[src/hdl/clkgen_defs.svh]
// Offsets, reset values and limits of the sample clock generator
`ifndef CLKGEN_DEFS_SVH
`define CLKGEN_DEFS_SVH

// Register indices and the status busy bit; byte address is four times the index
`define CG_IDX_RATE    15'd20000
`define CG_IDX_PLL     15'd20030
`define CG_IDX_CLKOUT  15'd20110
`define CG_IDX_TERM    15'd20120
`define CG_IDX_REF     15'd20140
`define CG_IDX_CHAN    15'd20200
`define CG_IDX_STAT    15'd20210
`define CG_STAT_BUSY   0

// Reset values
`define CG_RST_RATE    32'h000F4240
`define CG_RST_CHAN    4'h1

// Frequencies in hertz; last divisor table index
`define CG_MIN_RATE    32'h000003E8
`define CG_INT_REF     32'h02625A00
`define CG_REF_MIN     32'h000F4240
`define CG_REF_MAX     32'h07735940
`define CG_PLL_STEP    32'h000003E8
`define CG_RATE_SLOW   32'h01312D00
`define CG_RATE_FAST   32'h02FAF080
`define CG_LAST_DIV    5'h10

// Bus answers
`define CG_RESP_OKAY   2'h0
`define CG_RESP_SLVERR 2'h2

`endif

[src/hdl/clkgen_pkg.sv]
// Types shared by the sample clock generator
package clkgen_pkg;
    typedef logic [16:0] addr_t;
    typedef logic [31:0] data_t;
    // Gray codes along the PLL calculation path from ST_IDLE to ST_FIX
    typedef enum logic [2:0] {
        ST_IDLE    = 3'h0,
        ST_DIV_REF = 3'h1,
        ST_DIV_PFD = 3'h3,
        ST_DIV_MUL = 3'h2,
        ST_FIX     = 3'h6,
        ST_QUARTZ  = 3'h7
    } calc_state_t;
endpackage

[src/hdl/sample_clock_generation.sv]
// Sample clock generator: AXI4-Lite registers and rate calculation
`timescale 1ns/1ps
`include "clkgen_defs.svh"
module sample_clock_generation
#(
    parameter bit          FAST   = 1'b0,
    parameter int unsigned NUM_CH = 4
)
(
    input  wire  logic              aclk,
    input  wire  logic              aresetn,
    input  wire  clkgen_pkg::addr_t awaddr,
    input  wire  logic              awvalid,
    output logic                    awready,
    input  wire  clkgen_pkg::data_t wdata,
    input  wire  logic [3:0]        wstrb,
    input  wire  logic              wvalid,
    output logic                    wready,
    output logic [1:0]              bresp,
    output logic                    bvalid,
    input  wire  logic              bready,
    input  wire  clkgen_pkg::addr_t araddr,
    input  wire  logic              arvalid,
    output logic                    arready,
    output clkgen_pkg::data_t       rdata,
    output logic [1:0]              rresp,
    output logic                    rvalid,
    input  wire  logic              rready,
    output logic                    pll_enable,
    output logic                    ref_external,
    output clkgen_pkg::data_t       pll_ref_div,
    output clkgen_pkg::data_t       pll_mult,
    output logic [11:0]             quartz_div,
    output logic                    clock_out_drive,
    output logic                    term_connect,
    output logic                    rate_busy
);
    import clkgen_pkg::*;

    // Quartz runs at the top rate, so divisor one gives it
    localparam data_t MAX_RATE = FAST ? `CG_RATE_FAST : `CG_RATE_SLOW;

    if (NUM_CH != 1 && NUM_CH != 2 && NUM_CH != 4)
    begin : g_bad_ch
        $error("NUM_CH must be 1, 2 or 4");
    end

    calc_state_t state_reg;
    logic        aw_got_reg;
    logic        w_got_reg;
    addr_t       aw_addr_reg;
    data_t       w_data_reg;
    logic [3:0]  w_strb_reg;
    data_t       rate_reg;
    logic        pll_reg;
    logic        clkout_reg;
    logic        term_reg;
    data_t       ref_reg;
    logic [3:0]  chan_reg;
    logic        calc_req_reg;
    data_t       tgt_reg;
    data_t       ach_reg;
    data_t       pfd_reg;
    data_t       mult_reg;
    data_t       div_a_reg;
    data_t       div_b_reg;
    logic        div_go_reg;
    logic        launched_reg;
    logic [5:0]  div_cnt_reg;
    data_t       rem_reg;
    data_t       quo_reg;
    logic [4:0]  idx_reg;
    data_t       best_err_reg;
    data_t       best_rate_reg;
    logic [11:0] best_div_reg;
    logic [14:0] wr_idx;
    logic        wr_fire;
    logic        wr_map;
    data_t       wr_val;
    data_t       rd_val;
    logic        rd_map;
    logic        div_idle;
    data_t       ref_hz;
    logic [33:0] trial;
    data_t       prod;
    data_t       err;

    // Divisors allowed while the PLL is bypassed
    function automatic logic [11:0] div_val(input logic [4:0] i);
        case (i)
            5'h00: div_val = 12'h001;
            5'h01: div_val = 12'h002;
            5'h02: div_val = 12'h004;
            5'h03: div_val = 12'h008;
            5'h04: div_val = 12'h00A;
            5'h05: div_val = 12'h010;
            5'h06: div_val = 12'h014;
            5'h07: div_val = 12'h028;
            5'h08: div_val = 12'h032;
            5'h09: div_val = 12'h050;
            5'h0A: div_val = 12'h064;
            5'h0B: div_val = 12'h0C8;
            5'h0C: div_val = 12'h190;
            5'h0D: div_val = 12'h1F4;
            5'h0E: div_val = 12'h320;
            5'h0F: div_val = 12'h3E8;
            default: div_val = 12'h7D0;
        endcase
    endfunction

    // Channel sets that the fitted channel count can serve
    function automatic logic chan_ok(input logic [3:0] c);
        case (c)
            4'h1: chan_ok = 1'b1;
            4'h3: chan_ok = (NUM_CH >= 2);
            4'h5: chan_ok = (NUM_CH == 4);
            4'hF: chan_ok = (NUM_CH == 4);
            default: chan_ok = 1'b0;
        endcase
    endfunction

    function automatic data_t merge(input data_t o, input data_t d,
                                    input logic [3:0] s);
        merge = o;
        for (int b = 0; b < 4; b++)
        begin
            if (s[b])
                merge[b*8 +: 8] = d[b*8 +: 8];
        end
    endfunction

    function automatic data_t clamp(input data_t v, input data_t lo,
                                    input data_t hi);
        clamp = (v < lo) ? lo : ((v > hi) ? hi : v);
    endfunction

    //----------------------------------------------------------------
    // Register bus
    //----------------------------------------------------------------
    assign wr_fire = aw_got_reg && w_got_reg && !bvalid;
    assign wr_idx  = aw_addr_reg[16:2];
    assign wr_val  = merge(32'h0, w_data_reg, w_strb_reg);
    assign wr_map  = (wr_idx == `CG_IDX_RATE) || (wr_idx == `CG_IDX_PLL)
                  || (wr_idx == `CG_IDX_CLKOUT) || (wr_idx == `CG_IDX_TERM)
                  || (wr_idx == `CG_IDX_REF) || (wr_idx == `CG_IDX_CHAN)
                  || (wr_idx == `CG_IDX_STAT);

    // Write address and data may come in either order
    always_ff @(posedge aclk)
    begin
        if (!aresetn)
        begin
            aw_got_reg  <= 1'b0;
            w_got_reg   <= 1'b0;
            awready     <= 1'b0;
            wready      <= 1'b0;
            bvalid      <= 1'b0;
            bresp       <= `CG_RESP_OKAY;
            aw_addr_reg <= 17'h00000;
            w_data_reg  <= 32'h00000000;
            w_strb_reg  <= 4'h0;
        end
        else
        begin
            if (awvalid && awready)
            begin
                aw_got_reg  <= 1'b1;
                aw_addr_reg <= awaddr;
                awready     <= 1'b0;
            end
            else if (!aw_got_reg && !bvalid)
                awready <= 1'b1;
            if (wvalid && wready)
            begin
                w_got_reg  <= 1'b1;
                w_data_reg <= wdata;
                w_strb_reg <= wstrb;
                wready     <= 1'b0;
            end
            else if (!w_got_reg && !bvalid)
                wready <= 1'b1;
            if (wr_fire)
            begin
                bvalid     <= 1'b1;
                bresp      <= wr_map ? `CG_RESP_OKAY : `CG_RESP_SLVERR;
                aw_got_reg <= 1'b0;
                w_got_reg  <= 1'b0;
            end
            else if (bvalid && bready)
                bvalid <= 1'b0;
        end
    end

    // Read decode; the rate index returns the achieved rate
    always_comb
    begin
        rd_map = 1'b1;
        rd_val = 32'h00000000;
        if (araddr[16:2] == `CG_IDX_RATE)
            rd_val = ach_reg;
        else if (araddr[16:2] == `CG_IDX_PLL)
            rd_val = {31'h0, pll_reg};
        else if (araddr[16:2] == `CG_IDX_CLKOUT)
            rd_val = {31'h0, clkout_reg};
        else if (araddr[16:2] == `CG_IDX_TERM)
            rd_val = {31'h0, term_reg};
        else if (araddr[16:2] == `CG_IDX_REF)
            rd_val = ref_reg;
        else if (araddr[16:2] == `CG_IDX_CHAN)
            rd_val = {28'h0, chan_reg};
        else if (araddr[16:2] == `CG_IDX_STAT)
            rd_val[`CG_STAT_BUSY] = rate_busy;
        else
            rd_map = 1'b0;
    end

    // One read at a time; answer one cycle after the address
    always_ff @(posedge aclk)
    begin
        if (!aresetn)
        begin
            arready <= 1'b0;
            rvalid  <= 1'b0;
            rdata   <= 32'h00000000;
            rresp   <= `CG_RESP_OKAY;
        end
        else if (arvalid && arready)
        begin
            arready <= 1'b0;
            rvalid  <= 1'b1;
            rdata   <= rd_val;
            rresp   <= rd_map ? `CG_RESP_OKAY : `CG_RESP_SLVERR;
        end
        else if (rvalid && rready)
            rvalid <= 1'b0;
        else if (!rvalid)
            arready <= 1'b1;
    end

    //----------------------------------------------------------------
    // Settings
    //----------------------------------------------------------------
    // Illegal channel sets are dropped so the stored set stays legal
    always_ff @(posedge aclk)
    begin
        if (!aresetn)
        begin
            rate_reg   <= `CG_RST_RATE;
            pll_reg    <= 1'b1;
            clkout_reg <= 1'b0;
            term_reg   <= 1'b0;
            ref_reg    <= 32'h00000000;
            chan_reg   <= `CG_RST_CHAN;
        end
        else if (wr_fire)
        begin
            if (wr_idx == `CG_IDX_RATE)
                rate_reg <= merge(rate_reg, w_data_reg, w_strb_reg);
            else if (wr_idx == `CG_IDX_PLL)
                pll_reg <= wr_val[0];
            else if (wr_idx == `CG_IDX_CLKOUT)
                clkout_reg <= wr_val[0];
            else if (wr_idx == `CG_IDX_TERM)
                term_reg <= wr_val[0];
            else if (wr_idx == `CG_IDX_REF)
                ref_reg <= (merge(ref_reg, w_data_reg, w_strb_reg) == 0)
                    ? 32'h00000000
                    : clamp(merge(ref_reg, w_data_reg, w_strb_reg),
                            `CG_REF_MIN, `CG_REF_MAX);
            else if (wr_idx == `CG_IDX_CHAN && chan_ok(wr_val[3:0]))
                chan_reg <= wr_val[3:0];
        end
    end

    // Rate, PLL, reference and channel writes rerun the calculation; a set beats the clear
    always_ff @(posedge aclk)
    begin
        if (!aresetn)
            calc_req_reg <= 1'b1;
        else if (wr_fire && wr_map && wr_idx != `CG_IDX_CLKOUT
                 && wr_idx != `CG_IDX_TERM && wr_idx != `CG_IDX_STAT)
            calc_req_reg <= 1'b1;
        else if (state_reg == ST_IDLE)
            calc_req_reg <= 1'b0;
    end

    // Connector is an output only with internal reference
    always_ff @(posedge aclk)
    begin
        if (!aresetn)
        begin
            clock_out_drive <= 1'b0;
            term_connect    <= 1'b0;
            ref_external    <= 1'b0;
        end
        else
        begin
            clock_out_drive <= clkout_reg && (ref_reg == 0);
            term_connect    <= term_reg
                && !(clkout_reg && (ref_reg == 0));
            ref_external    <= (ref_reg != 0);
        end
    end
    assign pll_enable = pll_reg;

    //----------------------------------------------------------------
    // Serial divider, 32 cycles per quotient
    //----------------------------------------------------------------
    assign trial    = {1'b0, rem_reg, quo_reg[31]} - {2'b00, div_b_reg};
    assign div_idle = (div_cnt_reg == 6'h00) && !div_go_reg;

    always_ff @(posedge aclk)
    begin
        if (!aresetn)
        begin
            div_cnt_reg <= 6'h00;
            rem_reg     <= 32'h00000000;
            quo_reg     <= 32'h00000000;
        end
        else if (div_go_reg)
        begin
            div_cnt_reg <= 6'h20;
            rem_reg     <= 32'h00000000;
            quo_reg     <= div_a_reg;
        end
        else if (div_cnt_reg != 6'h00)
        begin
            div_cnt_reg <= div_cnt_reg - 6'h01;
            quo_reg     <= {quo_reg[30:0], !trial[33]};
            rem_reg     <= trial[33] ? {rem_reg[30:0], quo_reg[31]}
                                     : trial[31:0];
        end
    end

    //----------------------------------------------------------------
    // Rate calculation
    //----------------------------------------------------------------
    assign ref_hz = (ref_reg == 0) ? `CG_INT_REF : ref_reg;
    assign prod   = 32'(mult_reg * pfd_reg);
    assign err    = (quo_reg > tgt_reg) ? quo_reg - tgt_reg
                                        : tgt_reg - quo_reg;

    // PLL: ref divider, comparison rate, multiplier, range fix-up.
    // Divider mode walks every divisor of the div_val table, one division each.
    always_ff @(posedge aclk)
    begin
        if (!aresetn)
        begin
            state_reg     <= ST_IDLE;
            div_go_reg    <= 1'b0;
            launched_reg  <= 1'b0;
            div_a_reg     <= 32'h00000000;
            div_b_reg     <= 32'h00000001;
            tgt_reg       <= 32'h00000000;
            ach_reg       <= `CG_MIN_RATE;
            pfd_reg       <= 32'h00000001;
            mult_reg      <= 32'h00000001;
            pll_ref_div   <= 32'h00000001;
            pll_mult      <= 32'h00000001;
            quartz_div    <= 12'h001;
            idx_reg       <= 5'h00;
            best_err_reg  <= 32'hFFFFFFFF;
            best_rate_reg <= 32'h00000000;
            best_div_reg  <= 12'h001;
            rate_busy     <= 1'b0;
        end
        else
        begin
            div_go_reg <= 1'b0;
            case (state_reg)
                ST_IDLE:
                begin
                    rate_busy <= calc_req_reg;
                    if (calc_req_reg)
                    begin
                        tgt_reg <= clamp(rate_reg, `CG_MIN_RATE,
                                         MAX_RATE);
                        idx_reg      <= 5'h00;
                        best_err_reg <= 32'hFFFFFFFF;
                        launched_reg <= 1'b0;
                        state_reg    <= pll_reg ? ST_DIV_REF : ST_QUARTZ;
                    end
                end
                ST_DIV_REF:
                begin
                    if (!launched_reg)
                    begin
                        div_a_reg    <= ref_hz;
                        div_b_reg    <= `CG_PLL_STEP;
                        div_go_reg   <= 1'b1;
                        launched_reg <= 1'b1;
                    end
                    else if (div_idle)
                    begin
                        div_b_reg    <= (quo_reg == 0) ? 32'h1 : quo_reg;
                        pll_ref_div  <= (quo_reg == 0) ? 32'h1 : quo_reg;
                        launched_reg <= 1'b0;
                        state_reg    <= ST_DIV_PFD;
                    end
                end
                ST_DIV_PFD:
                begin
                    if (!launched_reg)
                    begin
                        div_a_reg    <= ref_hz;
                        div_go_reg   <= 1'b1;
                        launched_reg <= 1'b1;
                    end
                    else if (div_idle)
                    begin
                        pfd_reg      <= quo_reg;
                        launched_reg <= 1'b0;
                        state_reg    <= ST_DIV_MUL;
                    end
                end
                ST_DIV_MUL:
                begin
                    if (!launched_reg)
                    begin
                        div_a_reg    <= tgt_reg + {1'b0, pfd_reg[31:1]};
                        div_b_reg    <= pfd_reg;
                        div_go_reg   <= 1'b1;
                        launched_reg <= 1'b1;
                    end
                    else if (div_idle)
                    begin
                        mult_reg     <= (quo_reg == 0) ? 32'h1 : quo_reg;
                        launched_reg <= 1'b0;
                        state_reg    <= ST_FIX;
                    end
                end
                ST_FIX:
                begin
                    // Step the multiplier back inside the rate limits
                    if (prod > MAX_RATE && mult_reg > 1)
                        mult_reg <= mult_reg - 32'h1;
                    else if (prod < `CG_MIN_RATE)
                        mult_reg <= mult_reg + 32'h1;
                    else
                    begin
                        ach_reg   <= prod;
                        pll_mult  <= mult_reg;
                        state_reg <= ST_IDLE;
                    end
                end
                ST_QUARTZ:
                begin
                    if (!launched_reg)
                    begin
                        div_a_reg    <= MAX_RATE;
                        div_b_reg    <= {20'h0, div_val(idx_reg)};
                        div_go_reg   <= 1'b1;
                        launched_reg <= 1'b1;
                    end
                    else if (div_idle)
                    begin
                        launched_reg <= 1'b0;
                        idx_reg      <= idx_reg + 5'h01;
                        if (err < best_err_reg)
                        begin
                            best_err_reg  <= err;
                            best_rate_reg <= quo_reg;
                            best_div_reg  <= div_val(idx_reg);
                        end
                        if (idx_reg == `CG_LAST_DIV)
                        begin
                            // Last quotient may still be the winner
                            ach_reg <= (err < best_err_reg)
                                ? quo_reg : best_rate_reg;
                            quartz_div <= (err < best_err_reg)
                                ? div_val(idx_reg) : best_div_reg;
                            state_reg <= ST_IDLE;
                        end
                    end
                end
                default:
                    state_reg <= ST_IDLE;
            endcase
        end
    end

    //----------------------------------------------------------------
    // Checks
    //----------------------------------------------------------------
    a_term_needs_input: assert property (@(posedge aclk)
        disable iff (!aresetn) term_connect |-> !clock_out_drive)
        else $error("termination on while clock drives out");

    a_term_off_open: assert property (@(posedge aclk)
        disable iff (!aresetn) !term_reg ##1 !term_reg |-> !term_connect)
        else $error("termination on while disabled");

    a_clkout_internal: assert property (@(posedge aclk)
        disable iff (!aresetn)
        (clkout_reg && ref_reg == 0) [*2] |-> clock_out_drive)
        else $error("clock output missing with internal clocking");

    a_rate_floor: assert property (@(posedge aclk)
        disable iff (!aresetn)
        ach_reg >= `CG_MIN_RATE && ach_reg <= MAX_RATE)
        else $error("achieved rate outside limits");

    a_chan_legal: assert property (@(posedge aclk)
        disable iff (!aresetn) chan_ok(chan_reg))
        else $error("illegal channel set stored");

    a_quartz_rate: assert property (@(posedge aclk)
        disable iff (!aresetn)
        (state_reg == ST_IDLE && !calc_req_reg && !pll_reg
         && $past(state_reg) == ST_QUARTZ)
        |-> ach_reg == MAX_RATE / {20'h0, quartz_div})
        else $error("divider rate does not match divisor");

    a_pll_product: assert property (@(posedge aclk)
        disable iff (!aresetn)
        ($past(state_reg) == ST_FIX && state_reg == ST_IDLE)
        |-> ach_reg == 32'(pll_mult * pfd_reg))
        else $error("PLL rate does not match settings");

    a_calc_bounded: assert property (@(posedge aclk)
        disable iff (!aresetn)
        $rose(rate_busy) |-> ##[1:800] (!rate_busy || calc_req_reg))
        else $error("rate calculation does not finish");

    a_read_rate: assert property (@(posedge aclk)
        disable iff (!aresetn)
        (arvalid && arready && araddr[16:2] == `CG_IDX_RATE)
        |=> rdata == $past(ach_reg))
        else $error("rate read is not the achieved rate");

    a_pll_default: assert property (@(posedge aclk)
        disable iff (!aresetn)
        $rose(aresetn) |-> pll_reg)
        else $error("PLL select not set after reset");
endmodule

[config.mk]
export PLATFORM = sky130hd
export DESIGN_NAME = sample_clock_generation
export DESIGN_NICKNAME = d
export VERILOG_FILES = /design/src/hdl/clkgen_pkg.sv /design/src/hdl/sample_clock_generation.sv
export VERILOG_INCLUDE_DIRS = /design/src /design/src/hdl
export SDC_FILE = /design/constraint.sdc
export NUM_CORES = 2
export LEC_CHECK = 0
export ABC_AREA = 0
export ABC_CLOCK_PERIOD_IN_PS = 11700
export BUFFER_PORTS_ARGS = -buffer_cell sky130_fd_sc_hd__buf_2
export CAP_MARGIN = 5
export CORE_AREA = 10 10 311 343
export DETAILED_ROUTE_END_ITERATION = 16
export DIE_AREA = 0 0 321 353
export GPL_TIMING_DRIVEN = 0
export PLACE_DENSITY = 0.7
export REMOVE_ABC_BUFFERS = 1
export SLEW_MARGIN = 20
export SYNTH_ARGS = -nofsm -noshare
export SYNTH_HDL_FRONTEND = slang
export SYNTH_SLANG_ARGS = --single-unit
[constraint.sdc]
create_clock -name aclk -period 11.7 [get_ports aclk]
set_input_delay 2.925 -clock aclk [delete_from_list [all_inputs] [get_ports aclk]]
set_output_delay 2.925 -clock aclk [all_outputs]
set_load 0.05 [all_outputs]
==> results.toml <==
[timing]
fin_skew_ns = 0.02591
worstMarginPinSlew_ns = 1.238
layout_setup_ws_ns = 0.3672
min_period_over_period_pct = 96.86
max_freq_mhz = 88.24
rsz0062_at_grt = "no"
slew_headroom_pct = 17.35
min_period_ns = 11.33
slew_violations = 0
hold_ws_ns = 0.4517
finalHoldViolCount = 0
finalSetupViolations = 0

[grt]
busiest_layer = "met2"
grt_pass1_vias = 44450
antenna_found_initial = 7
grt_use_met2_pct = 48.04
grt_util_met1_pct = 35.21
grt_first_pass_wirelength_mm = 260.8
grt_max_degree = 128
track_usage_pct = 29.28
overflow = 0
grt.met3_usage_pct = 6.064

[logic_synthesis]
syn-instance-count = 6157
synth-edff-count = 0
ys_seq_area_share_pct = 24.41
yosys_most_used_dff = "dfxtp_1"
ys_ff_latch = 600
ys_warn_count = 0
syn_area_um2 = 49200
synth_area_per_cell_um2 = 7.992
synthArstFlopShare_pct = 0
synth.distinct_cells = 91

[floorplan]
die_h_um = 353
fp.dieW_um = 321
row_count = 122
start_util_pct = 49.29
coreArea_um2 = 99830
io_pins = 199
die-area_um2 = 113300

[route]
vias = 44190
drc = 0
routed_via_density = 5.954
post_drt_wl_per_cell_um = 22.67
drt_iter0_drc = 4127
first_pass_iters = 8
routed_wl_mm = 168.2
ant_nets = 0

[power]
finalPower_mw = 8.906
pwr-share-clk_pct = 25.0
internal_power_mw = 5.047
power_switching_mw = 3.858
power.density_nw_per_um2 = 165.4
power_frac_seq_pct = 28.5
ir_worst_vdd_mv = 0.1836
power.leakage_nw = 23.50
combPwrFrac_pct = 46.5
p_sw_share_pct = 43.33

[critical_path]
crit_type = "reg -> reg"
crit_fanout = 23
critPathMaxStageDelay_ns = 1.14
critical_path.endpoint = "ach_reg[21]"
worstReg2RegStart = "pfd_reg[16]"
crit_slowest_cell = "dfxtp_1"
cp.required_ns = 12.28
rrSetupSlack_ns = 0.37
crit_start = "pfd_reg[16]"
arrival_ns = 11.91
r2r_cells = 26
crit_path_end_kind = "flip-flop"
startpoint_type = "flip-flop"
rr_endpoint = "ach_reg[21]"
cp_common_cell = "fa_1"

[clock_tree]
cts_num_sinks = 600
h-tree-depth = 3
clkSlewWorstSetupHoldPaths_ns = 0.06
cts_tree = "done"
cts_setup_buffers = 0
cts_resized = 0
worstSkewPairLatency_ns = 0.65
clockRootBuffer = "clkbuf_16"
cts.path.max_buffers = 3
numCtsBuffers = 69
cts_hold_buf = 0

[layout]
postLayoutCoreUtil_pct = 53.92
drive_gt1_share_pct = 8.010
nNetsFinal = 6848
fill_cells = 9407
multi_input_area_um2 = 33320
register_area_um2 = 12060
syn_to_final_growth_pct = 9.396

[placed_design]
dpl.hpwl_mm = 124.7
place.gp.congestion = 1.006
place_ws_ns = 0.1487
portBuffers = 191

[flow_run]
max_cap_viol_count = 0

[worst_hold_path]
min_path_type = "reg -> reg"

[outcome]
status = "completed"
[power groups by stage]
stage / clock [mW] / combinational (mW) / sequential (mW)
2_1_floorplan: 0 / 2.83 / 2.46
3_3_place_gp: 0 / 3.87 / 2.56
3_5_place_dp: 0 / 4.03 / 2.56
4_1_cts: 2.25 / 4.07 / 2.52
5_1_grt: 2.34 / 4.52 / 2.55
6_report: 2.23 / 4.14 / 2.54
[synth_stat cells (all sizes together) (18+ instances only)]
master  number  area share [%]
and3        45            0.57
xor2        55            0.98
a31oi       30            0.38
nand3       57            0.58
or3         26            0.33
clkbuf     379             2.9
o21a        32            0.49
dfxtp      600              24
a211oi     103             1.6
nand2      901             6.9
nand2b      29            0.37
a22o        24            0.43
o22ai       19            0.24
inv        635             4.8
fa         412              17
buf         49            0.47
and2       335             4.3
a21o        98             1.5
nor2       474             3.6
nor2b       39            0.50
nand4       43            0.55
mux2i      127             2.6
o211ai      31            0.47
o21bai      18            0.27
nor4        47            0.62
xnor2      116             2.1
a22oi       42            0.64
nor3       141             1.5
o21ai      248             2.5
a21oi      449             4.6
ha         291             7.4
a221oi      52            0.93
[worst min-delay path by stage]
stage / from / end / cells after the start
after global routing: aw_addr_reg[12] / aw_addr_reg[12] / 2
after detailed placement: pll_ref_div[31] / pll_ref_div[31] / 2
final: best_rate_reg[22] / best_rate_reg[22] / 2
after CTS: pll_ref_div[31] / pll_ref_div[31] / 2
after global placement: ach_reg[22] / ach_reg[22] / 2
after floorplan: chan_reg[0] / chan_reg[0] / 1
[area by class of cell]
class / instances / area share, %
Clock inverter: 25 / 0.5416
Inverter: 636 / 4.449
Multi-Input combinational cell: 4495 / 61.91
Tap cell: 1302 / 3.026
Sequential cell: 600 / 22.40
Timing Repair Buffer: 266 / 3.984
Antenna cell: 4 / 0.01860
Clock buffer: 95 / 3.670
[through the flow]
stage          instances  setup TNS (ns)  area, µm²
3_3_place_gp        7224         -842.10      50140
4_1_cts             7419               0      53800
3_5_place_dp        7299               0      51540
6_report            7423               0      53830
2_1_floorplan       5731          -68.54      47560
5_1_grt             7419               0      53820
[cells in the final DEF (no fill, tap or decap), drive strengths merged, types with 26 or more instances in the layout]
master,Yosys,final
a31oi,30,30
nor4,47,47
clkbuf,379,95
dfxtp,600,600
nand4,43,43
a221oi,52,52
fa,412,412
and3,45,45
a22oi,42,42
nor2b,39,39
nand2,901,901
o211ai,31,31
o21a,32,32
nand2b,29,29
a211oi,103,103
ha,291,291
nor3,141,141
xor2,55,55
a21o,98,98
and2,335,335
xnor2,116,116
mux2i,127,127
nor2,474,474
inv,635,639
a21oi,449,449
o21ai,248,248
or3,26,26
nand3,57,57
buf,49,266
[logic make-up after synthesis]
| family | Yosys count | share of synthesized area, % |
|---|---|---|
| AND/OR/NAND/NOR | 2175 | 20.36 |
| AO/OA/AOI/OAI | 1298 | 16.78 |
| buffers and inverters | 1064 | 8.213 |
| adder cells (fa/ha/maj) | 703 | 24.16 |
| flip-flops | 600 | 24.41 |
| XOR/XNOR | 172 | 3.090 |
| multiplexers | 144 | 2.973 |
| other | 1 | 0.007621 |
[metal layers]
layer | vias to the layer above | wire (µm)
li1 | 20240 | -
met2 | 2000 | 77570
met4 | 4 | 11120
met1 | 21390 | 64740
met3 | 554 | 14790
met5 | - | 21
[critical path: cells and delay by family (launching register included)]
family                   cells  cell delay [ns]
AND/OR/NAND/NOR              8             3.30
adder cells (fa/ha/maj)      9             4.55
buffers and inverters        4             0.23
AO/OA/AOI/OAI                5             2.00
flip-flops                   1             1.14
Note: power is estimated with default switching activity, not from simulation.
